[src/coo_pkg.sv]
// Package of constants for the core observation outputs block.
// How it works
// (RQ1) Drive 58-bit performance event bus outward.
// (RQ2) Bits 37-38 carry SIMD renamed count.
// (RQ3) Bits 39-45 carry stall events in order.
// (RQ4) Bits 46-51 carry clock, barrier, interrupt events.
// (RQ5) Bits 52-57 carry preload engine events.
// (RQ6) Flag output is held at zero without a data engine.
// (RQ7) Media engine: flags mirror bits 27,7,4:0.
// (RQ8) Float unit only: flag bit 6 zero.
// (RQ9) Parity output, one means parity failure.
// (RQ10) Parity bits map caches, TLB, RAMs.
// (RQ11) Events registered, one cycle per occurrence.
`default_nettype none
package coo_pkg;
    localparam int EVT_W = 58;
    localparam int EVT_LO = 37;
    localparam int SIMD_POS = 37;
    localparam int STALL_POS = 39;
    localparam int STALL_N = 7;
    localparam int CLKEN_POS = 46;
    localparam int CLKEN_N = 2;
    localparam int BAR_POS = 48;
    localparam int BAR_N = 4;
    localparam int PRELOAD_POS = 52;
    localparam int PRELOAD_N = 6;
    localparam int FLAG_W = 7;
    localparam int SCR_W = 32;
    localparam int SCR_QC_POS = 27;
    localparam int SCR_IDC_POS = 7;
    localparam int SCR_EXC_W = 5;
    localparam int PAR_W = 8;
    localparam logic [EVT_W-1:0] EVT_RST = 58'h0;
    localparam logic [FLAG_W-1:0] FLAG_RST = 7'h00;
    localparam logic [PAR_W-1:0] PAR_RST = 8'h00;
    localparam logic [1:0] SIMD_MAX = 2'h2;
    localparam logic [1:0] SIMD_RST = 2'h0;
    typedef enum logic [1:0] {COO_ENG_NONE, COO_ENG_FPU, COO_ENG_MEDIA} coo_eng_e;
endpackage
`default_nettype wire

[src/coo_pulse_reg.sv]
// Registered bank of single-cycle event pulses.
`default_nettype none
module coo_pulse_reg #(
    parameter int W = 1
) (
    input wire logic clk_sys,
    input wire logic rst_b,
    input wire logic [W-1:0] event_in,
    output logic [W-1:0] pulse_out
);
    // Each input is a one-cycle strobe from the core; registering keeps pulse width at one cycle.
    always_ff @(posedge clk_sys or negedge rst_b)
    begin
        if (!rst_b)
            pulse_out <= '0;
        else
            pulse_out <= event_in; // RQ11
    end
endmodule
`default_nettype wire

[src/coo_top.sv]
// Core observation outputs: event bus upper part, exception flags, parity errors.
`default_nettype none
module coo_top #(
    parameter coo_pkg::coo_eng_e ENGINE_KIND = coo_pkg::COO_ENG_MEDIA,
    parameter bit PARITY_EN = 1'b1
) (
    input wire logic clk_sys,
    input wire logic rst_b,
    input wire logic [1:0] simd_renamed_cnt,
    input wire logic [coo_pkg::STALL_N-1:0] stall_events,
    input wire logic [coo_pkg::CLKEN_N-1:0] clk_enabled_events,
    input wire logic [coo_pkg::BAR_N-1:0] barrier_irq_events,
    input wire logic [coo_pkg::PRELOAD_N-1:0] preload_engine_events,
    input wire logic [coo_pkg::SCR_W-1:0] fp_status_control_reg,
    input wire logic [coo_pkg::PAR_W-1:0] ram_parity_error_in,
    output logic [coo_pkg::EVT_W-1:0] perf_event_bus,
    output logic [coo_pkg::FLAG_W-1:0] fp_exception_flags_out,
    output logic [coo_pkg::PAR_W-1:0] ram_parity_error_out
);
    import coo_pkg::*;

    // --------------------------------------------------------------
    // Event bus
    // --------------------------------------------------------------
    // Lower bits belong to the rest of the core and are held at zero here.
    logic [1:0] simd_d;
    logic [1:0] simd_q;
    logic [STALL_N-1:0] stall_q;
    logic [CLKEN_N-1:0] clken_q;
    logic [BAR_N-1:0] barrier_q;
    logic [PRELOAD_N-1:0] preload_q;

    // A count of three cannot occur; it is clamped so the bus never shows an illegal code.
    always_comb
    begin
        simd_d = simd_renamed_cnt;
        if (simd_renamed_cnt > SIMD_MAX)
            simd_d = SIMD_MAX; // RQ2
    end

    always_ff @(posedge clk_sys or negedge rst_b)
    begin
        if (!rst_b)
            simd_q <= SIMD_RST;
        else
            simd_q <= simd_d; // RQ2
    end

    // Each event group has its own bank, so a group can move on the bus without touching the others.
    coo_pulse_reg #(.W(STALL_N)) u_stall (
        .clk_sys(clk_sys),
        .rst_b(rst_b),
        .event_in(stall_events), // RQ3
        .pulse_out(stall_q)
    );

    coo_pulse_reg #(.W(CLKEN_N)) u_clken (
        .clk_sys(clk_sys),
        .rst_b(rst_b),
        .event_in(clk_enabled_events), // RQ4
        .pulse_out(clken_q)
    );

    coo_pulse_reg #(.W(BAR_N)) u_barrier (
        .clk_sys(clk_sys),
        .rst_b(rst_b),
        .event_in(barrier_irq_events), // RQ4
        .pulse_out(barrier_q)
    );

    coo_pulse_reg #(.W(PRELOAD_N)) u_preload (
        .clk_sys(clk_sys),
        .rst_b(rst_b),
        .event_in(preload_engine_events), // RQ5
        .pulse_out(preload_q)
    );

    always_comb
    begin
        perf_event_bus = EVT_RST;
        perf_event_bus[SIMD_POS +: 2] = simd_q; // RQ1 RQ2
        perf_event_bus[STALL_POS +: STALL_N] = stall_q; // RQ1 RQ3
        perf_event_bus[CLKEN_POS +: CLKEN_N] = clken_q; // RQ1 RQ4
        perf_event_bus[BAR_POS +: BAR_N] = barrier_q; // RQ1 RQ4
        perf_event_bus[PRELOAD_POS +: PRELOAD_N] = preload_q; // RQ1 RQ5
    end

    // --------------------------------------------------------------
    // Exception flags
    // --------------------------------------------------------------
    // Without a data engine the port stays, tied to zero, so one netlist shape serves all options.
    logic [FLAG_W-1:0] flags_d;
    logic [FLAG_W-1:0] flags_q;

    always_comb
    begin
        flags_d = FLAG_RST;
        unique case (ENGINE_KIND)
            COO_ENG_MEDIA:
                flags_d = {fp_status_control_reg[SCR_QC_POS], fp_status_control_reg[SCR_IDC_POS],
                           fp_status_control_reg[SCR_EXC_W-1:0]}; // RQ7
            COO_ENG_FPU:
                flags_d = {1'b0, fp_status_control_reg[SCR_IDC_POS], fp_status_control_reg[SCR_EXC_W-1:0]}; // RQ8
            COO_ENG_NONE:
                flags_d = FLAG_RST; // RQ6
        endcase
    end

    always_ff @(posedge clk_sys or negedge rst_b)
    begin
        if (!rst_b)
            flags_q <= FLAG_RST;
        else
            flags_q <= flags_d; // RQ7 RQ8
    end

    assign fp_exception_flags_out = flags_q;

    // --------------------------------------------------------------
    // Parity errors
    // --------------------------------------------------------------
    // Bit order 7..0: branch target cache, history buffer, itag, idata, main TLB, douter, dtag, data.
    logic [PAR_W-1:0] par_d;
    logic [PAR_W-1:0] par_pulses;

    // Without parity the strobes are gated off, so stray inputs never reach ram_parity_error_out.
    assign par_d = PARITY_EN ? ram_parity_error_in : PAR_RST; // RQ9

    coo_pulse_reg #(.W(PAR_W)) u_par (
        .clk_sys(clk_sys),
        .rst_b(rst_b),
        .event_in(par_d), // RQ9 RQ10
        .pulse_out(par_pulses)
    );

    assign ram_parity_error_out = par_pulses;

    for (genvar b = 0; b < PAR_W; b++)
    begin : g_par_bit

    end
endmodule
`default_nettype wire

[config.mk]
export PLATFORM = sky130hd
export DESIGN_NAME = coo_top
export DESIGN_NICKNAME = d
export VERILOG_FILES = /design/src/coo_pkg.sv /design/src/coo_pulse_reg.sv /design/src/coo_top.sv
export SDC_FILE = /design/constraint.sdc
export NUM_CORES = 1
export LEC_CHECK = 0
export BUFFER_PORTS_ARGS = -buffer_cell sky130_fd_sc_hd__buf_2
export CORE_MARGIN = 2
export CORE_UTILIZATION = 35
export DETAILED_ROUTE_END_ITERATION = 6
export PLACE_DENSITY = 0.93
export SYNTH_ARGS = -nofsm -noshare
export SYNTH_HDL_FRONTEND = slang
export SYNTH_SLANG_ARGS = --single-unit
[constraint.sdc]
create_clock -name clk_sys -period 1 [get_ports clk_sys]
set_clock_uncertainty 0.15 [all_clocks]
set_input_delay 0.2 -clock clk_sys [delete_from_list [all_inputs] [get_ports clk_sys]]
set_output_delay 0.2 -clock clk_sys [all_outputs]
set_load 0.02 [all_outputs]
## Yosys cells after proc, flatten, opt, wreduce, memory -nomap -nowiden

Cells that the tools add are included.

| storage, ports and cells | value |
|---|---|
| flip-flop bits (word level) | 36 |
| word-level logic and storage cells | 9 |

| operators by class | value |
|---|---|
| order comparisons | 1 |
| multiplexer cells | 1 |

Operators by type and width:

| operator | count |
|---|---|
| 2-bit > comparator, second input constant | 1 |
| 2-bit two-way mux | 1 |

## Longest topological paths before layout

Gate-level depths: netlist (run 1).

| depth | value |
|---|---|
| word-level depth | 2 |
| mapped depth | 1 |

## By module

Synthesis (run 1) repeated with hierarchy kept, for this count alone.

| unflattened totals | value |
|---|---|
| cells, all modules | 76 |
| area, all modules | 1192.4 um^2 |

Modules (own cells, without submodules):

| module | times used | cells each | area an instance (um^2) | sequential area each (um^2) |
|---|---|---|---|---|
| coo_top | 1 | 49 | 516.7 | 225.2 |
| coo_pulse_reg at u_par | 1 | 8 | 200.2 | 200.2 |
| coo_pulse_reg at u_stall | 1 | 7 | 175.2 | 175.2 |
| coo_pulse_reg at u_preload | 1 | 6 | 150.1 | 150.1 |
| coo_pulse_reg at u_barrier | 1 | 4 | 100.1 | 100.1 |
| coo_pulse_reg at u_clken | 1 | 2 | 50.0 | 50.0 |

## Worst setup path before layout (run 1)

OpenSTA, ideal clock, no wires.

| path | value |
|---|---|
| path type | reg2out |
| start | reg flags_q[0] (netlist: fp_exception_flags_out[0]) |
| end | out fp_exception_flags_out[0] (netlist bit) |
| arrival | 0.416 ns |
| required time | 0.650 ns |
| slack | 0.234 ns |
| cell stages (with the launch flop) | 1 |
| cells stage by stage | dfrtp_1 |

RTL lines:

| item | RTL line | source |
|---|---|---|
| start, declared | coo_top.sv:93 | `logic [FLAG_W-1:0] flags_q;` |
| start signal, assigned | coo_top.sv:114 | `flags_q <= flags_d;` |
| end, declared | coo_top.sv:17 | `output logic [coo_pkg::FLAG_W-1:0] fp_exception_flags_out,` |

No word-level cell between the ends.

## Final worst setup path (run 1)

| path | value |
|---|---|
| start | reg u_preload.pulse_out[1] |
| end | out perf_event_bus[53] (netlist bit) |

RTL lines:

| item | RTL line | source |
|---|---|---|
| start, declared | coo_pulse_reg.sv:9 | `output logic [W-1:0] pulse_out` |
| start signal, assigned | coo_pulse_reg.sv:17 | `pulse_out <= event_in;` |
| end, declared | coo_top.sv:16 | `output logic [coo_pkg::EVT_W-1:0] perf_event_bus,` |

No word-level cell between the ends.

==> results of run 1 <==
[routing by layer]
layer,global-route usage,up-vias
li1,-,385
met1,0.130,402
met2,0.317,56
met3,0.0468,6
met4,0.0889,0
met5,0,-
[cells by family after synthesis]
family,count (synthesis)
other,1
buffers and inverters,38
and+or+nand+nor,1
DFF,36
[path summary, 6_finish.rpt]
kind,slack [ns],to,start,depth (start not counted)
worst max-delay path,-0.23,perf_event_bus[53],u_preload.pulse_out[1]$_DFF_PN0_,1
worst min-delay path,0.21,u_clken.pulse_out[0]$_DFF_PN0_,rst_b,3
max in group asynchronous,0.31,u_preload.pulse_out[2]$_DFF_PN0_,rst_b,3
min in group clk_sys,0.35,u_stall.pulse_out[3]$_DFF_PN0_,stall_events[3],2
[state kept, by name, summed over array words and instances, names as in the netlist]
name,count
u_par.pulse_out,8
fp_exception_flags_out,7
u_stall.pulse_out,7
u_preload.pulse_out,6
u_barrier.pulse_out,4
simd_q,2
u_clken.pulse_out,2
[cells in the final DEF (no fill, tap or decap)]
cell and n:
conb_1 37, dlygate4sd3_1 37, buf_2 37, dfrtp_1 36, buf_6 36, clkbuf_4 5, nor2b_1 1, bufinv_16 1
clkinv_2 1, clkbuf_1 1, buf_12 1
[power groups by stage]
stage / combinational (uW) / clock [uW] / sequential, uW
2_1_floorplan: 234 / 0 / 1680
3_3_place_gp: 401 / 0 / 1570
3_5_place_dp: 408 / 0 / 1570
4_1_cts: 606 / 1020 / 1560
5_1_grt: 646 / 1090 / 1570
6_report: 611 / 982 / 1560
[stage by stage]
stage	hold slack, ns	cells
after detailed placement	0.0309	194
after global routing	0.215	239
final	0.209	239
after CTS	0.213	239
after floorplan	-0.246	112
after global placement	0.0211	194
[cell usage after synthesis (all sizes together)]
library cell   n  area share
buf           37        0.23
clkbuf         1      0.0031
conb           1      0.0031
dfrtp         36        0.76
nor2b          1      0.0052
[repair_timing]
item	CTS	global route
resized for setup	72	0
hold buffers	37	0
setup endpoints to repair	36	36
endpoints found under the hold margin	72	0
[layout make-up]
| cell class | instances | area share |
|---|---|---|
| clock buffers | 6 | 0.0191 |
| clock inverters | 2 | 0.0162 |
| multi-input cells | 38 | 0.0672 |
| flip-flops and latches | 36 | 0.417 |
| well taps | 46 | 0.0266 |
| repair buffers | 111 | 0.454 |
==> reports/results.ini, run 1 <==
[run_status]
status=finished with violations
violations=setup timing

[setup_path]
critPathLaunchType=register
crit_path_cell_trace=buf_6
cp_max_fo=1
endpoint_kind=output port
cp_top_family=flip-flops
worst_path_max_delay_cell=dfrtp_1
arrival_ns=0.88
worstSetupPathType=register to output port
slowest_delay_ns=0.41
path_buf_inv=1
crit_required_ns=0.65

[place]
place_area_um2=1490
pre_cts_ws_ns=0.138
gp_congestion=0.596
portBuffers=73
dp_hpwl_mm=1.63

[grt]
grtUsageTotal=0.156
grt_first_pass_wirelength_mm=4.47
overflow=0
antenna_found_initial=0
grt_max_degree=37
grt_pass1_vias=980

[cts]
postCtsSetupBuffers=0
cts_tree=built
cts_buffers=5
path_clk_slew_ns=0.11
htree_num_levels=2
cts-root-buf=clkbuf_4
clockBufferDepth=2
numClockSinks=36

[sta]
setup_viol=36
finalWorstSetupSlack_ns=-0.230
final.min_clock_period_ns=1.23
fin_crit_sh=1.23
hold_viol=0
fmax_mhz=813
grt_setup_unrepaired=yes
fin_setup_tns_ns=-7.12
slew_violations=0

[synthesis]
avgSynthCellArea_um2=15.7
synth_cells=76
muxShareOfSynthArea=0
yosys_warnings=0
yosysUniqueCellTypes=5
synth_adder_area_share=0
synth_xor_area_frac=0
syn_area_um2=1190
synth-seq-cells=36
ys_seq_area_frac=0.756
synth_compound_area_frac=0
synth_top_family_by_area=buffers and inverters
synth_simple_gate_area_frac=0.00525

[drt]
wl_met1_um=875
via_count=849
dr_wl_met3_um=184
top_layer=met4
routed_wl_mm=2.90
drt-vias-per-instance=3.55
drt_iter0_drc=31
dr.pass1.iters=3
routedWlPerCell_um=12.1
drtAntennaViolNets=0
drcViolationCount=0
wl_met2_mm=1.76

[die]
start_util=0.360
rows=21
core_area_um2=3310
dieArea_um2=3890
ios=136
die_h_um=62.4
die_w_um=62.4

[flow_run]
max-cap-violations=0

[power]
pwr-share-comb=0.194
p_per_area_nw_per_um2=1460
power_uw=3160
swShare=0.258
vdd_drop_max_mv=1.32
power_switching_uw=814
internal_power_uw=2340
clockPowerShare=0.311
power.leakage_uw=0.00111
p_seq_frac=0.496

[layout]
utilization=0.653
fin_area_um2=2160
seqCellArea_um2=901
final_layout_size_suffix_gt1_frac=0.420
syn_to_final_growth_pct=81.2
fin_nets=255
antennaDiodeCount=0
num-fill-cells=267
multi_input_area_um2=145

[min_path]
hold_class=primary input to asynchronous set/reset pin

Note: power is estimated with default switching activity, not from simulation.
==> run 2: changes to the inputs <==
Settings changed: SETUP_SLACK_MARGIN from default to 0.3, SYNTH_HIERARCHICAL from default to 1.
==> reports/results.ini, run 2 <==
[min_path]
hold_class=primary input to register

[sta]
final.min_clock_period_ns=1.22
fmax_mhz=820
fin_crit_sh=1.22
holdWs_ns=-0.186
slew_violations=0
setup_viol=36
grt_setup_unrepaired=yes
hold_viol=36
finalWorstSetupSlack_ns=-0.220

[setup_path]
cp_top_family=flip-flops
endpoint_kind=output port
path_buf_inv=1
crit_path_cell_trace=buf_6
slowest_delay_ns=0.41
crit_required_ns=0.65
worstSetupPathType=register to output port
crit_end=perf_event_bus[53]
path_depth=1
critPathLaunchType=register
worst_path_max_delay_cell=dfrtp_1
cp_max_fo=1
arrival_ns=0.87
worstSetupStartpoint=u_preload/pulse_out[1]$_DFF_PN0_

[synthesis]
yosys.area.top_type=dfrtp_1
synth_compound_area_frac=0
muxShareOfSynthArea=0
ys_seq_area_frac=0.756
synth-seq-cells=36
avgSynthCellArea_um2=15.7
synth.area.top_cells=dfrtp_1 (76%), buf_4 (23%), nor2b_1 (0.52%)
synth_simple_gate_area_frac=0.00525
yosys_warnings=6
synth_top_family_by_area=buffers and inverters
ys.flop_type=dfrtp_1
syn_area_um2=1190
synthTopCellsByCount=buf_4 (37), dfrtp_1 (36), clkbuf_1 (1), conb_1 (1), nor2b_1 (1)
synth_cells=76
synthArstFlopShare=1.00
synth_xor_area_frac=0
yosysUniqueCellTypes=5
yosysMostFrequentCell=buf_4
synth-edff-count=0
synth_top_area_share=0.756
synth_adder_area_share=0

[drt]
drt_iter0_drc=30
drcViolationCount=0
via_count=715
routedWlPerCell_um=11.6
routed_wl_mm=2.37
dr.pass1.iters=3
drtAntennaViolNets=0
drt-vias-per-instance=3.50

[cts]
htree_num_levels=2
numClockSinks=36
postCtsHoldBufs=1
clockBufferDepth=2
cts_tree=built
path_clk_slew_ns=0.11
cts-root-buf=clkbuf_4
postCtsSetupBuffers=0
cts_buffers=5

[layout]
fin_nets=220
multi_input_area_um2=145
largest_register=u_par/pulse_out
fin_cells=204
antennaDiodeCount=0
num-fill-cells=310
final_cell_mix=conb_1 (37), buf_2 (37), dfrtp_1 (36), buf_6 (36), clkbuf_4 (5)
seqCellArea_um2=901
final_layout_size_suffix_gt1_frac=0.519
largest_register_ffs=8
syn_to_final_growth_pct=53.1

[grt]
antenna_found_initial=0
grt_max_degree=37
grt_first_pass_wirelength_mm=3.49
grt_pass1_vias=743
grtUsageTotal=0.123
overflow=0

[place]
dp_hpwl_mm=1.63
dpl.cell_count=194
gp_congestion=0.596
portBuffers=73

[die]
die_h_um=62.4
dieArea_um2=3890
start_util=0.360
ios=136
core_area_um2=3310
rows=21
die_w_um=62.4

[power]
power.leakage_uw=0.000974
p_seq_frac=0.512
p_per_area_nw_per_um2=1670
power_switching_uw=793
vdd_drop_max_mv=1.33
power_uw=3050
pwr-share-comb=0.167
internal_power_uw=2260
swShare=0.260
clockPowerShare=0.321

[run_status]
violations=hold timing, setup timing
status=finished with violations

[flow_run]
max-cap-violations=0

==> run 2: how the worst min path moves through the flow <==
stage | end | slack, ns | depth (start not counted) | from
after floorplan | fp_exception_flags_out[0]$_DFF_PN0_ | -0.25 | 0 | rst_b
after global placement | u_clken/pulse_out[0]$_DFF_PN0_ | 0.02 | 2 | rst_b
after detailed placement | u_preload/pulse_out[0]$_DFF_PN0_ | 0.03 | 2 | rst_b
after CTS | fp_exception_flags_out[6]$_DFF_PN0_ | -0.20 | 1 | fp_status_control_reg[27]
after global routing | u_stall/pulse_out[5]$_DFF_PN0_ | -0.22 | 1 | stall_events[5]
final | fp_exception_flags_out[3]$_DFF_PN0_ | -0.19 | 1 | fp_status_control_reg[3]
==> run 2: power by group through the flow <==
stage	Sequential [uW]	Clock, uW	Combinational [uW]
floorplan	1680	0	234
global placement	1570	0	401
detailed placement	1570	0	408
CTS	1560	1020	498
global route	1570	1100	538
finish	1560	980	509
==> run 2: cells by family after synthesis <==
family | count (synthesis)
and+or+nand+nor | 1
other | 1
buffers and inverters | 38
DFF | 36
==> run 2: layout make-up <==
class	instances	area share
Clock buffer	6	0.0226
Clock inverter	2	0.0192
Multi-Input combinational cell	38	0.0795
Sequential cell	36	0.493
Tap cell	46	0.0315
Timing Repair Buffer	76	0.354
==> run 2: timing repair <==
action                                  in CTS  in global routing
endpoints found under the setup margin      36                 52
gates cloned                                 0                  1
gates resized for setup                     72                  0
hold endpoints to repair                    72                 36
==> run 2: routing by layer <==
layer  vias to the layer above  part of all wire  routed length [um]  GRT usage
met5                         -                 0                   0          0
met4                         0             0.032                  76     0.0806
met3                         6             0.079                 186     0.0450
met2                        55              0.57                1360      0.223
met1                       338              0.32                 746      0.117
li1                        316                 -                   -          -
==> run 2: metrics by stage <==
stage                     area, um^2  hold slack [ns]  TNS (ns)   util  worst slack (ns)
after floorplan                 1330           -0.246         0      -             0.234
after global placement          1490           0.0211         0  0.450             0.147
after detailed placement        1490           0.0309         0  0.450             0.138
after CTS                       1800           -0.203     -7.81  0.544            -0.236
after global routing            1830           -0.218     -9.08  0.551            -0.271
final                           1830           -0.186     -7.05  0.551            -0.220
==> run 3: changes to the inputs <==
Settings changed: CELL_PAD_IN_SITES_DETAIL_PLACEMENT from default to 2, CELL_PAD_IN_SITES_GLOBAL_PLACEMENT from default to 2, CORE_UTILIZATION 35 to 18, HOLD_SLACK_MARGIN from default to 0.08, PLACE_DENSITY 0.93 to 0.91.
==> reports/results.ini, run 3 (synthesis results as in run 2) <==
[sta]
setup_viol=36
holdWs_ns=-0.277
slew_violations=0
fin_setup_tns_ns=-4.87
hold_viol=72
fin_crit_sh=1.16
finalWorstSetupSlack_ns=-0.162
fmax_mhz=861
final.min_clock_period_ns=1.16
grt_setup_unrepaired=yes

[flow_run]
max-cap-violations=0

[setup_path]
cp_max_fo=1
worst_path_max_delay_cell=dfrtp_1
arrival_ns=0.81
cp_top_family=flip-flops
endpoint_kind=output port
crit_required_ns=0.65
crit_path_cell_trace=buf_6
worstSetupPathType=register to output port
slowest_delay_ns=0.40
critPathLaunchType=register
path_buf_inv=1

[cts]
numClockSinks=36
path_clk_slew_ns=0.07
cts-root-buf=clkbuf_8
postCtsSetupBuffers=0
cts_tree=built
clockBufferDepth=2
cts_buffers=5
htree_num_levels=2

[grt]
grt_first_pass_wirelength_mm=4.34
grt_pass1_vias=751
overflow=0
antenna_found_initial=0
grtUsageTotal=0.0802
grt_max_degree=37

[power]
vdd_drop_max_mv=0.968
p_per_area_nw_per_um2=1660
power.leakage_uw=0.000963

[drt]
routed_wl_mm=2.86
via_count=717
drt_iter0_drc=6
drtAntennaViolNets=0
routedWlPerCell_um=12.3
dr.pass1.iters=3
drcViolationCount=0
drt-vias-per-instance=3.08

[run_status]
violations=hold timing, setup timing
status=finished with violations

[layout]
syn_to_final_growth_pct=54.4
final_layout_size_suffix_gt1_frac=0.526
fin_nets=218
largest_register=u_par/pulse_out
antennaDiodeCount=0
final_cell_mix=conb_1 (37), buf_2 (37), dfrtp_1 (36), buf_6 (36), clkbuf_8 (5)
fin_area_um2=1840
largest_register_ffs=8

[die]
dieArea_um2=7290
ios=136
rows=29
start_util=0.187
die_h_um=85.4
core_area_um2=6390
die_w_um=85.4

[place]
gp_congestion=0.683
place_area_um2=1530
portBuffers=73
dp_hpwl_mm=2.28

[min_path]
hold_class=primary input to asynchronous set/reset pin

-- run 3: where the power goes --
part	internal [uW]	switching (uW)	leakage (uW)
Clock	485	503	0.0000479
Sequential	1530	35.3	0.000421
Combinational	197	303	0.000495
Total	2210	842	0.000963
-- run 3: area by class of cell --
cell class                 count  area (um^2)
sequential                    36          901
fill                         710         4550
tap                           77         96.3
clock inverter                 3         18.8
clock buffer                   5         68.8
timing repair buffer          74          611
multi-input combinational     38          145
-- run 3: final timing paths --
path | from | to | cells after the start
max | u_preload/pulse_out[4]$_DFF_PN0_ | perf_event_bus[56] | 1
min | rst_b | u_par/pulse_out[5]$_DFF_PN0_ | 2
max in group asynchronous | rst_b | u_barrier/pulse_out[2]$_DFF_PN0_ | 2
min in group clk_sys | stall_events[1] | u_stall/pulse_out[1]$_DFF_PN0_ | 1
-- run 3: per-layer routing --
metal  wire [um]  track usage  up-vias
met5           0            0        -
met4          31       0.0390        0
met3         458       0.0496        2
met2        1480        0.131       64
met1         891       0.0806      342
li1            -            -      309
-- run 3: what timing repair did --
action                                 in CTS  in global routing
setup endpoints to repair                  36                 36
endpoints found under the hold margin      72                 72
gates resized for setup                    72                  0
-- run 3: stage by stage --
stage	hold slack [ns]	setup WS (ns)	power, uW	instances	utilization
2_1_floorplan	-0.246	0.234	1910	112	-
3_3_place_gp	0.0238	0.140	1970	225	0.239
3_5_place_dp	0.0300	0.141	1990	225	0.239
4_1_cts	-0.280	-0.172	3110	233	0.288
5_1_grt	-0.284	-0.196	3220	233	0.288
6_report	-0.277	-0.162	3050	233	0.288
